[src/design/stw_params.svh]
`ifndef STW_PARAMS_SVH
`define STW_PARAMS_SVH

// Register indices; the byte address on the bus is four times the index.
`define STW_IDX_SEC_INTERVAL 8'hF9
`define STW_IDX_MILLI_INTERVAL 8'hFA
`define STW_IDX_US_DIVIDER 8'hFB
`define STW_IDX_MS_DIV_LOW 8'hFC
`define STW_IDX_MS_DIV_HIGH 8'hFD
`define STW_IDX_HMS_DIVIDER 8'hFE
`define STW_IDX_WDOG_CONTROL 8'hFF
`define STW_IDX_AUX_IRQ_ENABLE 8'hA6
`define STW_IDX_HW_CONFIG_ZERO 8'h80
`define STW_IDX_IRQ_STATUS 8'h81
`define STW_IDX_IRQ_MASK 8'h82

// Field positions.
`define STW_LOAD_NOW_BIT 7
`define STW_WD_ENABLE_BIT 7
`define STW_WD_DISABLE_BIT 6
`define STW_WD_RESTART_BIT 5
`define STW_WD_SELECT_BIT 3
`define STW_AIE_SEC_BIT 7
`define STW_AIE_MS_BIT 4
`define STW_ST_MS_BIT 0
`define STW_ST_SEC_BIT 1
`define STW_ST_WD_BIT 2

// Reset values.
`define STW_RST_BYTE 8'h00
`define STW_RST_IVAL 7'h00
`define STW_RST_WD_FIELD 5'h00
`define STW_RST_FLAGS 3'h0

`endif

[src/design/stw_pkg.sv]
package stw_pkg;

   typedef enum logic [3:0] {
      STW_R_NONE,
      STW_R_SEC_IVAL,
      STW_R_MSI_IVAL,
      STW_R_US_DIV,
      STW_R_MS_LO,
      STW_R_MS_HI,
      STW_R_HMS_DIV,
      STW_R_WD_CTL,
      STW_R_AIE,
      STW_R_HARDWARE_CONFIG_ZERO,
      STW_R_STAT,
      STW_R_MASK
   } stw_reg_e;

   typedef struct packed {
      logic [6:0] sec_ival;
      logic [6:0] msi_ival;
      logic [7:0] us_div;
      logic [7:0] ms_lo;
      logic [7:0] ms_hi;
      logic [7:0] hms_div;
      logic [4:0] wd_field;
      logic [2:0] wd_cmd;
      logic wd_rsel;
      logic aie_sec;
      logic aie_ms;
      logic [2:0] irq_stat;
      logic [2:0] irq_mask;
      logic [7:0] us_cnt;
      logic [15:0] ms_cnt;
      logic [7:0] hms_cnt;
      logic [6:0] sec_cnt;
      logic [6:0] msi_cnt;
      logic [5:0] wd_cnt;
      logic wd_en;
      logic resp;
      logic [31:0] rdata;
      logic slverr;
      logic irq;
      logic wd_rst;
      logic us_tick;
   } stw_state_s;

endpackage

[src/design/stw_timebase.sv]
// Summary of operation
// - Microsecond counter reloads from its divider; tick every divider+1 clocks.
// - Millisecond counter reloads high*256+low; period is that value plus one.
// - Hundred-ms counter steps down on each millisecond wrap, reloading its divider at zero.
// - Seconds event every (sec+1)*(hms+1)*(ms+1) clocks, reloading at zero.
// - Seconds interval write with bit 7 set loads the counter at once.
// - Milliseconds event every (interval+1)*(ms reload+1) clocks.
// - Millisecond interval write with bit 7 set loads the counter at once.
// - Millisecond interval counter reloads from its register at zero.
// - Milliseconds interrupt is gated by enable bit 4.
// - Watchdog expires count+1 to count+2 hundred-ms periods after restart.
// - Write one then zero to bit 7, 6 or 5: enable, disable, restart.
// - Timeout resets the system unless select bit 3 asks for an interrupt.
//
// Added by the designer: the APB interface to the registers.

`include "stw_params.svh"

module stw_timebase
   import stw_pkg::*;
(
   // Clock and reset.
   input wire logic pclk,
   input wire logic presetn,
   // APB slave.
   input wire logic psel,
   input wire logic penable,
   input wire logic pwrite,
   input wire logic [11:0] paddr,
   input wire logic [31:0] pwdata,
   input wire logic [3:0] pstrb,
   output logic [31:0] prdata,
   output logic pready,
   output logic pslverr,
   // Timebase events and watchdog outcome.
   output logic us_tick,
   output logic irq,
   output logic wdog_reset_req
);

   stw_state_s q;
   stw_state_s n;

   function automatic logic [11:0] stw_addr(input logic [7:0] idx);
      stw_addr = {2'b00, idx, 2'b00};
   endfunction

   function automatic stw_reg_e stw_decode(input logic [11:0] a);
      if (a == stw_addr(`STW_IDX_SEC_INTERVAL)) begin
         stw_decode = STW_R_SEC_IVAL;
      end else if (a == stw_addr(`STW_IDX_MILLI_INTERVAL)) begin
         stw_decode = STW_R_MSI_IVAL;
      end else if (a == stw_addr(`STW_IDX_US_DIVIDER)) begin
         stw_decode = STW_R_US_DIV;
      end else if (a == stw_addr(`STW_IDX_MS_DIV_LOW)) begin
         stw_decode = STW_R_MS_LO;
      end else if (a == stw_addr(`STW_IDX_MS_DIV_HIGH)) begin
         stw_decode = STW_R_MS_HI;
      end else if (a == stw_addr(`STW_IDX_HMS_DIVIDER)) begin
         stw_decode = STW_R_HMS_DIV;
      end else if (a == stw_addr(`STW_IDX_WDOG_CONTROL)) begin
         stw_decode = STW_R_WD_CTL;
      end else if (a == stw_addr(`STW_IDX_AUX_IRQ_ENABLE)) begin
         stw_decode = STW_R_AIE;
      end else if (a == stw_addr(`STW_IDX_HW_CONFIG_ZERO)) begin
         stw_decode = STW_R_HARDWARE_CONFIG_ZERO;
      end else if (a == stw_addr(`STW_IDX_IRQ_STATUS)) begin
         stw_decode = STW_R_STAT;
      end else if (a == stw_addr(`STW_IDX_IRQ_MASK)) begin
         stw_decode = STW_R_MASK;
      end else begin
         stw_decode = STW_R_NONE;
      end
   endfunction

   logic [15:0] ms_reload_value;
   logic ms_tick;
   logic hms_tick;
   logic sec_event;
   logic ms_event;
   logic wd_timeout;
   logic acc_first;
   logic acc_done;
   logic wr_done;
   stw_reg_e rsel;
   logic [7:0] wb;
   logic [7:0] rd_byte;
   logic [2:0] set_flags;
   logic [2:0] clr_flags;

   assign ms_reload_value = {q.ms_hi, q.ms_lo};
   assign ms_tick = (q.ms_cnt == 16'h0000);
   assign hms_tick = ms_tick && (q.hms_cnt == 8'h00);
   assign sec_event = hms_tick && (q.sec_cnt == 7'h00);
   assign ms_event = ms_tick && (q.msi_cnt == 7'h00);
   assign wd_timeout = q.wd_en && hms_tick && (q.wd_cnt == 6'h00);
   assign rsel = stw_decode(paddr);
   assign wb = pwdata[7:0];
   // The first access cycle only prepares the answer; the second ends it.
   // The extra wait state keeps every bus output straight from a flop.
   assign acc_first = psel && penable && !q.resp;
   assign acc_done = psel && penable && q.resp;
   assign wr_done = acc_done && pwrite && pstrb[0] && (rsel != STW_R_NONE);

   always_comb begin
      rd_byte = 8'h00;
      case (rsel)
         STW_R_SEC_IVAL: rd_byte = {1'b0, q.sec_ival};
         STW_R_MSI_IVAL: rd_byte = {1'b0, q.msi_ival};
         STW_R_US_DIV: rd_byte = q.us_div;
         STW_R_MS_LO: rd_byte = q.ms_lo;
         STW_R_MS_HI: rd_byte = q.ms_hi;
         STW_R_HMS_DIV: rd_byte = q.hms_div;
         STW_R_WD_CTL: rd_byte = {q.wd_cmd, q.wd_field};
         STW_R_AIE: begin
            rd_byte[`STW_AIE_SEC_BIT] = q.aie_sec;
            rd_byte[`STW_AIE_MS_BIT] = q.aie_ms;
         end
         STW_R_HARDWARE_CONFIG_ZERO: rd_byte[`STW_WD_SELECT_BIT] = q.wd_rsel;
         STW_R_STAT: rd_byte = {5'h00, q.irq_stat};
         STW_R_MASK: rd_byte = {5'h00, q.irq_mask};
         default: rd_byte = 8'h00;
      endcase
   end

   always_comb begin
      n = q;
      n.wd_rst = 1'b0;
      n.us_tick = 1'b0;
      set_flags = 3'h0;
      clr_flags = 3'h0;

      // Free-running divider chain.
      if (q.us_cnt == 8'h00) begin
         n.us_cnt = q.us_div;
         n.us_tick = 1'b1;
      end else begin
         n.us_cnt = q.us_cnt - 8'h01;
      end
      if (ms_tick) begin
         n.ms_cnt = ms_reload_value;
         if (q.hms_cnt == 8'h00) begin
            n.hms_cnt = q.hms_div;
         end else begin
            n.hms_cnt = q.hms_cnt - 8'h01;
         end
         if (q.msi_cnt == 7'h00) begin
            n.msi_cnt = q.msi_ival;
         end else begin
            n.msi_cnt = q.msi_cnt - 7'h01;
         end
      end else begin
         n.ms_cnt = q.ms_cnt - 16'h0001;
      end
      if (hms_tick) begin
         if (q.sec_cnt == 7'h00) begin
            n.sec_cnt = q.sec_ival;
         end else begin
            n.sec_cnt = q.sec_cnt - 7'h01;
         end
      end

      // Events only latch while their enable is set.
      set_flags[`STW_ST_MS_BIT] = ms_event && q.aie_ms;
      set_flags[`STW_ST_SEC_BIT] = sec_event && q.aie_sec;

      // Watchdog countdown in hundred-millisecond periods.
      if (q.wd_en && hms_tick) begin
         if (q.wd_cnt == 6'h00) begin
            n.wd_cnt = {1'b0, q.wd_field} + 6'h01;
         end else begin
            n.wd_cnt = q.wd_cnt - 6'h01;
         end
      end
      if (wd_timeout) begin
         if (q.wd_rsel) begin
            set_flags[`STW_ST_WD_BIT] = 1'b1;
         end else begin
            n.wd_rst = 1'b1;
         end
      end

      // Register writes take effect at the completing edge.
      if (wr_done) begin
         case (rsel)
            STW_R_SEC_IVAL: begin
               n.sec_ival = wb[6:0];
               if (wb[`STW_LOAD_NOW_BIT]) begin
                  n.sec_cnt = wb[6:0];
               end
            end
            STW_R_MSI_IVAL: begin
               n.msi_ival = wb[6:0];
               if (wb[`STW_LOAD_NOW_BIT]) begin
                  n.msi_cnt = wb[6:0];
               end
            end
            STW_R_US_DIV: n.us_div = wb;
            STW_R_MS_LO: n.ms_lo = wb;
            STW_R_MS_HI: n.ms_hi = wb;
            STW_R_HMS_DIV: n.hms_div = wb;
            STW_R_WD_CTL: begin
               n.wd_field = wb[4:0];
               n.wd_cmd = wb[7:5];
               // A command acts only on the falling half of 1-then-0.
               if (q.wd_cmd[2] && !wb[`STW_WD_ENABLE_BIT]) begin
                  n.wd_en = 1'b1;
                  n.wd_cnt = {1'b0, wb[4:0]} + 6'h01;
               end
               if (q.wd_cmd[1] && !wb[`STW_WD_DISABLE_BIT]) begin
                  n.wd_en = 1'b0;
               end
               if (q.wd_cmd[0] && !wb[`STW_WD_RESTART_BIT]) begin
                  n.wd_cnt = {1'b0, wb[4:0]} + 6'h01;
               end
            end
            STW_R_AIE: begin
               n.aie_sec = wb[`STW_AIE_SEC_BIT];
               n.aie_ms = wb[`STW_AIE_MS_BIT];
            end
            STW_R_HARDWARE_CONFIG_ZERO: n.wd_rsel = wb[`STW_WD_SELECT_BIT];
            STW_R_STAT: clr_flags = wb[2:0];
            STW_R_MASK: n.irq_mask = wb[2:0];
            default: n.irq_mask = q.irq_mask;
         endcase
      end

      // A new event in the clearing cycle keeps its flag set.
      n.irq_stat = (q.irq_stat & ~clr_flags) | set_flags;
      n.irq = |(n.irq_stat & n.irq_mask);

      // Bus answer.
      n.resp = acc_first;
      if (acc_first) begin
         n.rdata = {24'h000000, rd_byte};
         n.slverr = (rsel == STW_R_NONE);
      end else if (acc_done) begin
         n.rdata = 32'h00000000;
         n.slverr = 1'b0;
      end
   end

   always_ff @(posedge pclk or negedge presetn) begin
      if (!presetn) begin
         q.sec_ival <= `STW_RST_IVAL;
         q.msi_ival <= `STW_RST_IVAL;
         q.us_div <= `STW_RST_BYTE;
         q.ms_lo <= `STW_RST_BYTE;
         q.ms_hi <= `STW_RST_BYTE;
         q.hms_div <= `STW_RST_BYTE;
         q.wd_field <= `STW_RST_WD_FIELD;
         q.wd_cmd <= `STW_RST_FLAGS;
         q.wd_rsel <= 1'b0;
         q.aie_sec <= 1'b0;
         q.aie_ms <= 1'b0;
         q.irq_stat <= `STW_RST_FLAGS;
         q.irq_mask <= `STW_RST_FLAGS;
         q.us_cnt <= `STW_RST_BYTE;
         q.ms_cnt <= 16'h0000;
         q.hms_cnt <= `STW_RST_BYTE;
         q.sec_cnt <= `STW_RST_IVAL;
         q.msi_cnt <= `STW_RST_IVAL;
         q.wd_cnt <= 6'h00;
         q.wd_en <= 1'b0;
         q.resp <= 1'b0;
         q.rdata <= 32'h00000000;
         q.slverr <= 1'b0;
         q.irq <= 1'b0;
         q.wd_rst <= 1'b0;
         q.us_tick <= 1'b0;
      end else begin
         q <= n;
      end
   end

   assign prdata = q.rdata;
   assign pready = q.resp;
   assign pslverr = q.slverr;
   assign us_tick = q.us_tick;
   assign irq = q.irq;
   assign wdog_reset_req = q.wd_rst;

endmodule

[config.mk]
export PLATFORM = sky130hd
export DESIGN_NAME = stw_timebase
export DESIGN_NICKNAME = d
export VERILOG_FILES = /design/src/design/stw_pkg.sv /design/src/design/stw_timebase.sv
export VERILOG_INCLUDE_DIRS = /design/src /design/src/design
export SDC_FILE = /design/constraint.sdc
export NUM_CORES = 1
export LEC_CHECK = 0
export BUFFER_PORTS_ARGS = -buffer_cell sky130_fd_sc_hd__clkbuf_2
export CAP_MARGIN = 30
export CORE_ASPECT_RATIO = 0.7
export CORE_UTILIZATION = 50
export CTS_BUF_LIST = sky130_fd_sc_hd__clkbuf_2 sky130_fd_sc_hd__clkbuf_4 sky130_fd_sc_hd__clkbuf_8
export CTS_CLUSTER_DIAMETER = 200
export DETAILED_ROUTE_END_ITERATION = 10
export HOLD_SLACK_MARGIN = 0.1
export PLACE_DENSITY = 0.81
export RECOVER_POWER = 50
export SLEW_MARGIN = 0
export SYNTH_ARGS = -nofsm -noshare
export SYNTH_HDL_FRONTEND = slang
export SYNTH_SLANG_ARGS = --single-unit
[constraint.sdc]
create_clock -name pclk -period 6 [get_ports pclk]
set_clock_uncertainty 0.05 [all_clocks]
set_input_delay 0.9 -clock pclk [delete_from_list [all_inputs] [get_ports pclk]]
set_output_delay 0.9 -clock pclk [all_outputs]
set_load 0.05 [all_outputs]
==> results.cfg <==
[yosys]
synth_edf_count = 0
synth_compound_area_share_pct = 14.4
netlist_instances = 739
avgSynthCellArea_sq_um = 9.69
synth_area_leaders = dfrtp_1 (45%), mux2_2 (8.8%), nand2_1 (4.0%), nor2_1 (3.6%), buf_4 (3.4%)
synth_top_family_by_area = simple AND/OR/NAND/NOR gates
syn_area_sq_um = 7160
synthMuxAreaShare_pct = 10.7
synthDistinctLibCells = 67
synthAdderAreaFrac_pct = 1.92
seq_area_frac_synth_pct = 45.1
async_reset_ff_share_pct = 100
synth_warnings = 0
yosys.cell_count.top_type = dfrtp_1
yosysTopAreaCell = dfrtp_1
synth-seq-cells = 129
synth-xor-area-share_pct = 3.06
synth_flop_cell = dfrtp_1
synth_top_area_share_pct = 45.1
synthTopCellsByCount = dfrtp_1 (129), nand2_1 (77), nor2_1 (69), mux2_2 (56), o21ai_0 (46)
synth-simple-area-share_pct = 18.9

[hold_path]
hold_end = us_tick
hold_path_class = flop to flop
min_from = q[89]
hold_depth = 1

[worst_setup_path]
path_max_fanout = 36
required_ns = 6.29
critPathLaunchType = flop
r2r_cells = 9
slowest_stage = clkbuf_1
end_kind = flop
ff2ff_setup_slack_ns = 2.46
crit_arrival_ns = 3.83
reg2reg_to = irq
worstPathCellList = inv_1, ha_1, nor4b_1, nand4_1, clkbuf_1, nor2_1, nand3_1, a21boi_1, a221o_1
max_stage_delay_ns = 1.10
reg2reg_from = q[66]
worstSetupPathType = flop to flop

[clock_network]
clockBufferDepth = 2
clock-sinks = 129
clock_tree.root_cell = clkbuf_8
htreeDepth = 4
cts-hold-fix-buffers = 0
cts_buffers = 17
cts_resized = 0
cts_tree = built
clk_pin_slew_ns = 0.08
clock_latency_ns = 0.46
post_cts_buffers = 0

[layout]
final_cell_count_no_fill = 968
fillerInstances = 1230
area_growth_pct = 8.43
n_antenna_cell = 0
fin_nets = 829
drive_gt1_share_pct = 16.8
utilization_pct = 55.6

[placement]
io_buffer_count = 38
dpl.cell_count = 935
routabilityCongestion = 0.981
hpwlAfterDp_mm = 12.7

[global_routing]
grt_pass1_vias = 5427
antenna_found_initial = 0
grt_pass1_wl_mm = 28.9
grt_remaining_overflow = 0
grt_usage_pct = 25.6
grt_start_max_net_pins = 69

[timing]
relSlewSlack_pct = -0.734
clock.fmax_ghz = 0.283
finalCritPeriodShare_pct = 58.9
finalHoldViolations = 0
fin_setup_tns_ns = 0
slew_violations = 37
worstMarginPinSlew_ns = 1.51
period_minus_slack_ns = 3.54
setup_viol = 0
rsz0062_at_grt = no

[flow_run]
maxCapViolCount = 1

[routing]
firstDrtPassIters = 5
drc = 0
drtIter0Drc = 569
ant_nets = 0
vias = 5823
routed_via_density = 6.02
wire_per_inst_um = 18.9
wl_mm = 18.3

[pwr]
p_per_area_nw_per_um2 = 321
p_leak_uw = 0.00334
peakVddDrop_v = 0.000240

[floorplanning]
dieArea_sq_um = 14800
placementRows = 36
die_x_um = 145
pin_count = 90
core-area_sq_um = 14000
die_h_um = 102
initial_core_util_pct = 51.3

[status]
violations = capacitance limit, slew limit
run_status = finished with violations
-- area by class of cell --
cell class,instances,area [sq um],share of cell area [%]
clock buffers,19,262,3.37
clock inverters,13,161,2.08
inverters,20,75.1,0.967
multi-input cells,554,3590,46.3
flip-flops and latches,129,3230,41.6
well taps,190,238,3.06
repair buffers,43,204,2.63
-- cell usage in the layout (no fill, tap or decap), types with 7 or more instances in the layout --
master    count
nand2_1      77
a21oi_1      40
nand3_1      17
nor2_1       69
a31oi_1       8
nor3_1       30
mux2i_1      12
clkbuf_8     19
and3_1        7
clkbuf_2     22
clkbuf_1     17
or3_1         7
o21ai_0      46
a22oi_1       8
xor2_1       12
nor4_1        8
o31ai_1       9
inv_1        20
xnor2_1      13
mux2_2       56
conb_1       24
ha_1         11
dfrtp_1     129
-- registers in the layout, indices dropped and copies added, names as in the netlist --
signal           count
ms_reload_value     16
us_tick              1
pready               1
wdog_reset_req       1
prdata               8
q                  100
pslverr              1
irq                  1
-- cell families after synthesis --
logic type                 Yosys count
and+or+nand+nor                    266
AOI/OAI and AO/OA                  159
DFF                                129
buffers and inverters               79
muxes                               69
xor gates and xnor gates            25
adders and majority gates           11
other                                1
-- worst max-delay path, delay by kind of cell (launching register included) --
| kind | cells | cell delay (ns) |
|---|---|---|
| buf+inv | 2 | 1.19 |
| simple gates | 4 | 1.08 |
| fa+ha+maj | 1 | 0.28 |
| flops | 1 | 0.43 |
| compound gates | 2 | 0.39 |
-- layer usage --
layer  share of wire, %  wire [um]  track usage, %
met5                  0          0               0
met4                1.4        253            8.59
met3                9.7       1780            8.48
met2                 44       8110            37.7
met1                 45       8180            35.6
-- worst max path at each step --
stage / startpoint / to / slack [ns] / cells past startpoint
floorplan: paddr[11] / q[100] / 3.24 / 7
detailed placement: paddr[11] / prdata[4] / 2.58 / 7
CTS: paddr[11] / q[55] / 3.05 / 6
global placement: paddr[7] / prdata[4] / 2.65 / 7
finish: q[66] / irq / 2.46 / 9
global route: q[66] / irq / 2.21 / 9
-- through the flow --
| stage | power (uW) | worst slack (ns) | instance area [sq um] | hold slack [ns] |
|---|---|---|---|---|
| 2_1_floorplan | 1550 | 3.24 | 7240 | 0.398 |
| 3_3_place_gp | 1660 | 2.65 | 7360 | 0.418 |
| 3_5_place_dp | 1690 | 2.58 | 7360 | 0.418 |
| 4_1_cts | 2490 | 3.05 | 7780 | 0.438 |
| 5_1_grt | 2620 | 2.21 | 7760 | 0.468 |
| 6_report | 2490 | 2.46 | 7760 | 0.434 |
-- power by group --
part / switching (uW) / leakage, uW / internal (uW)
clock: 364 / 0.000204 / 432
combinational: 336 / 0.00146 / 219
sequential: 142 / 0.00168 / 996
No activity file was read; power rests on OpenSTA's default activity.
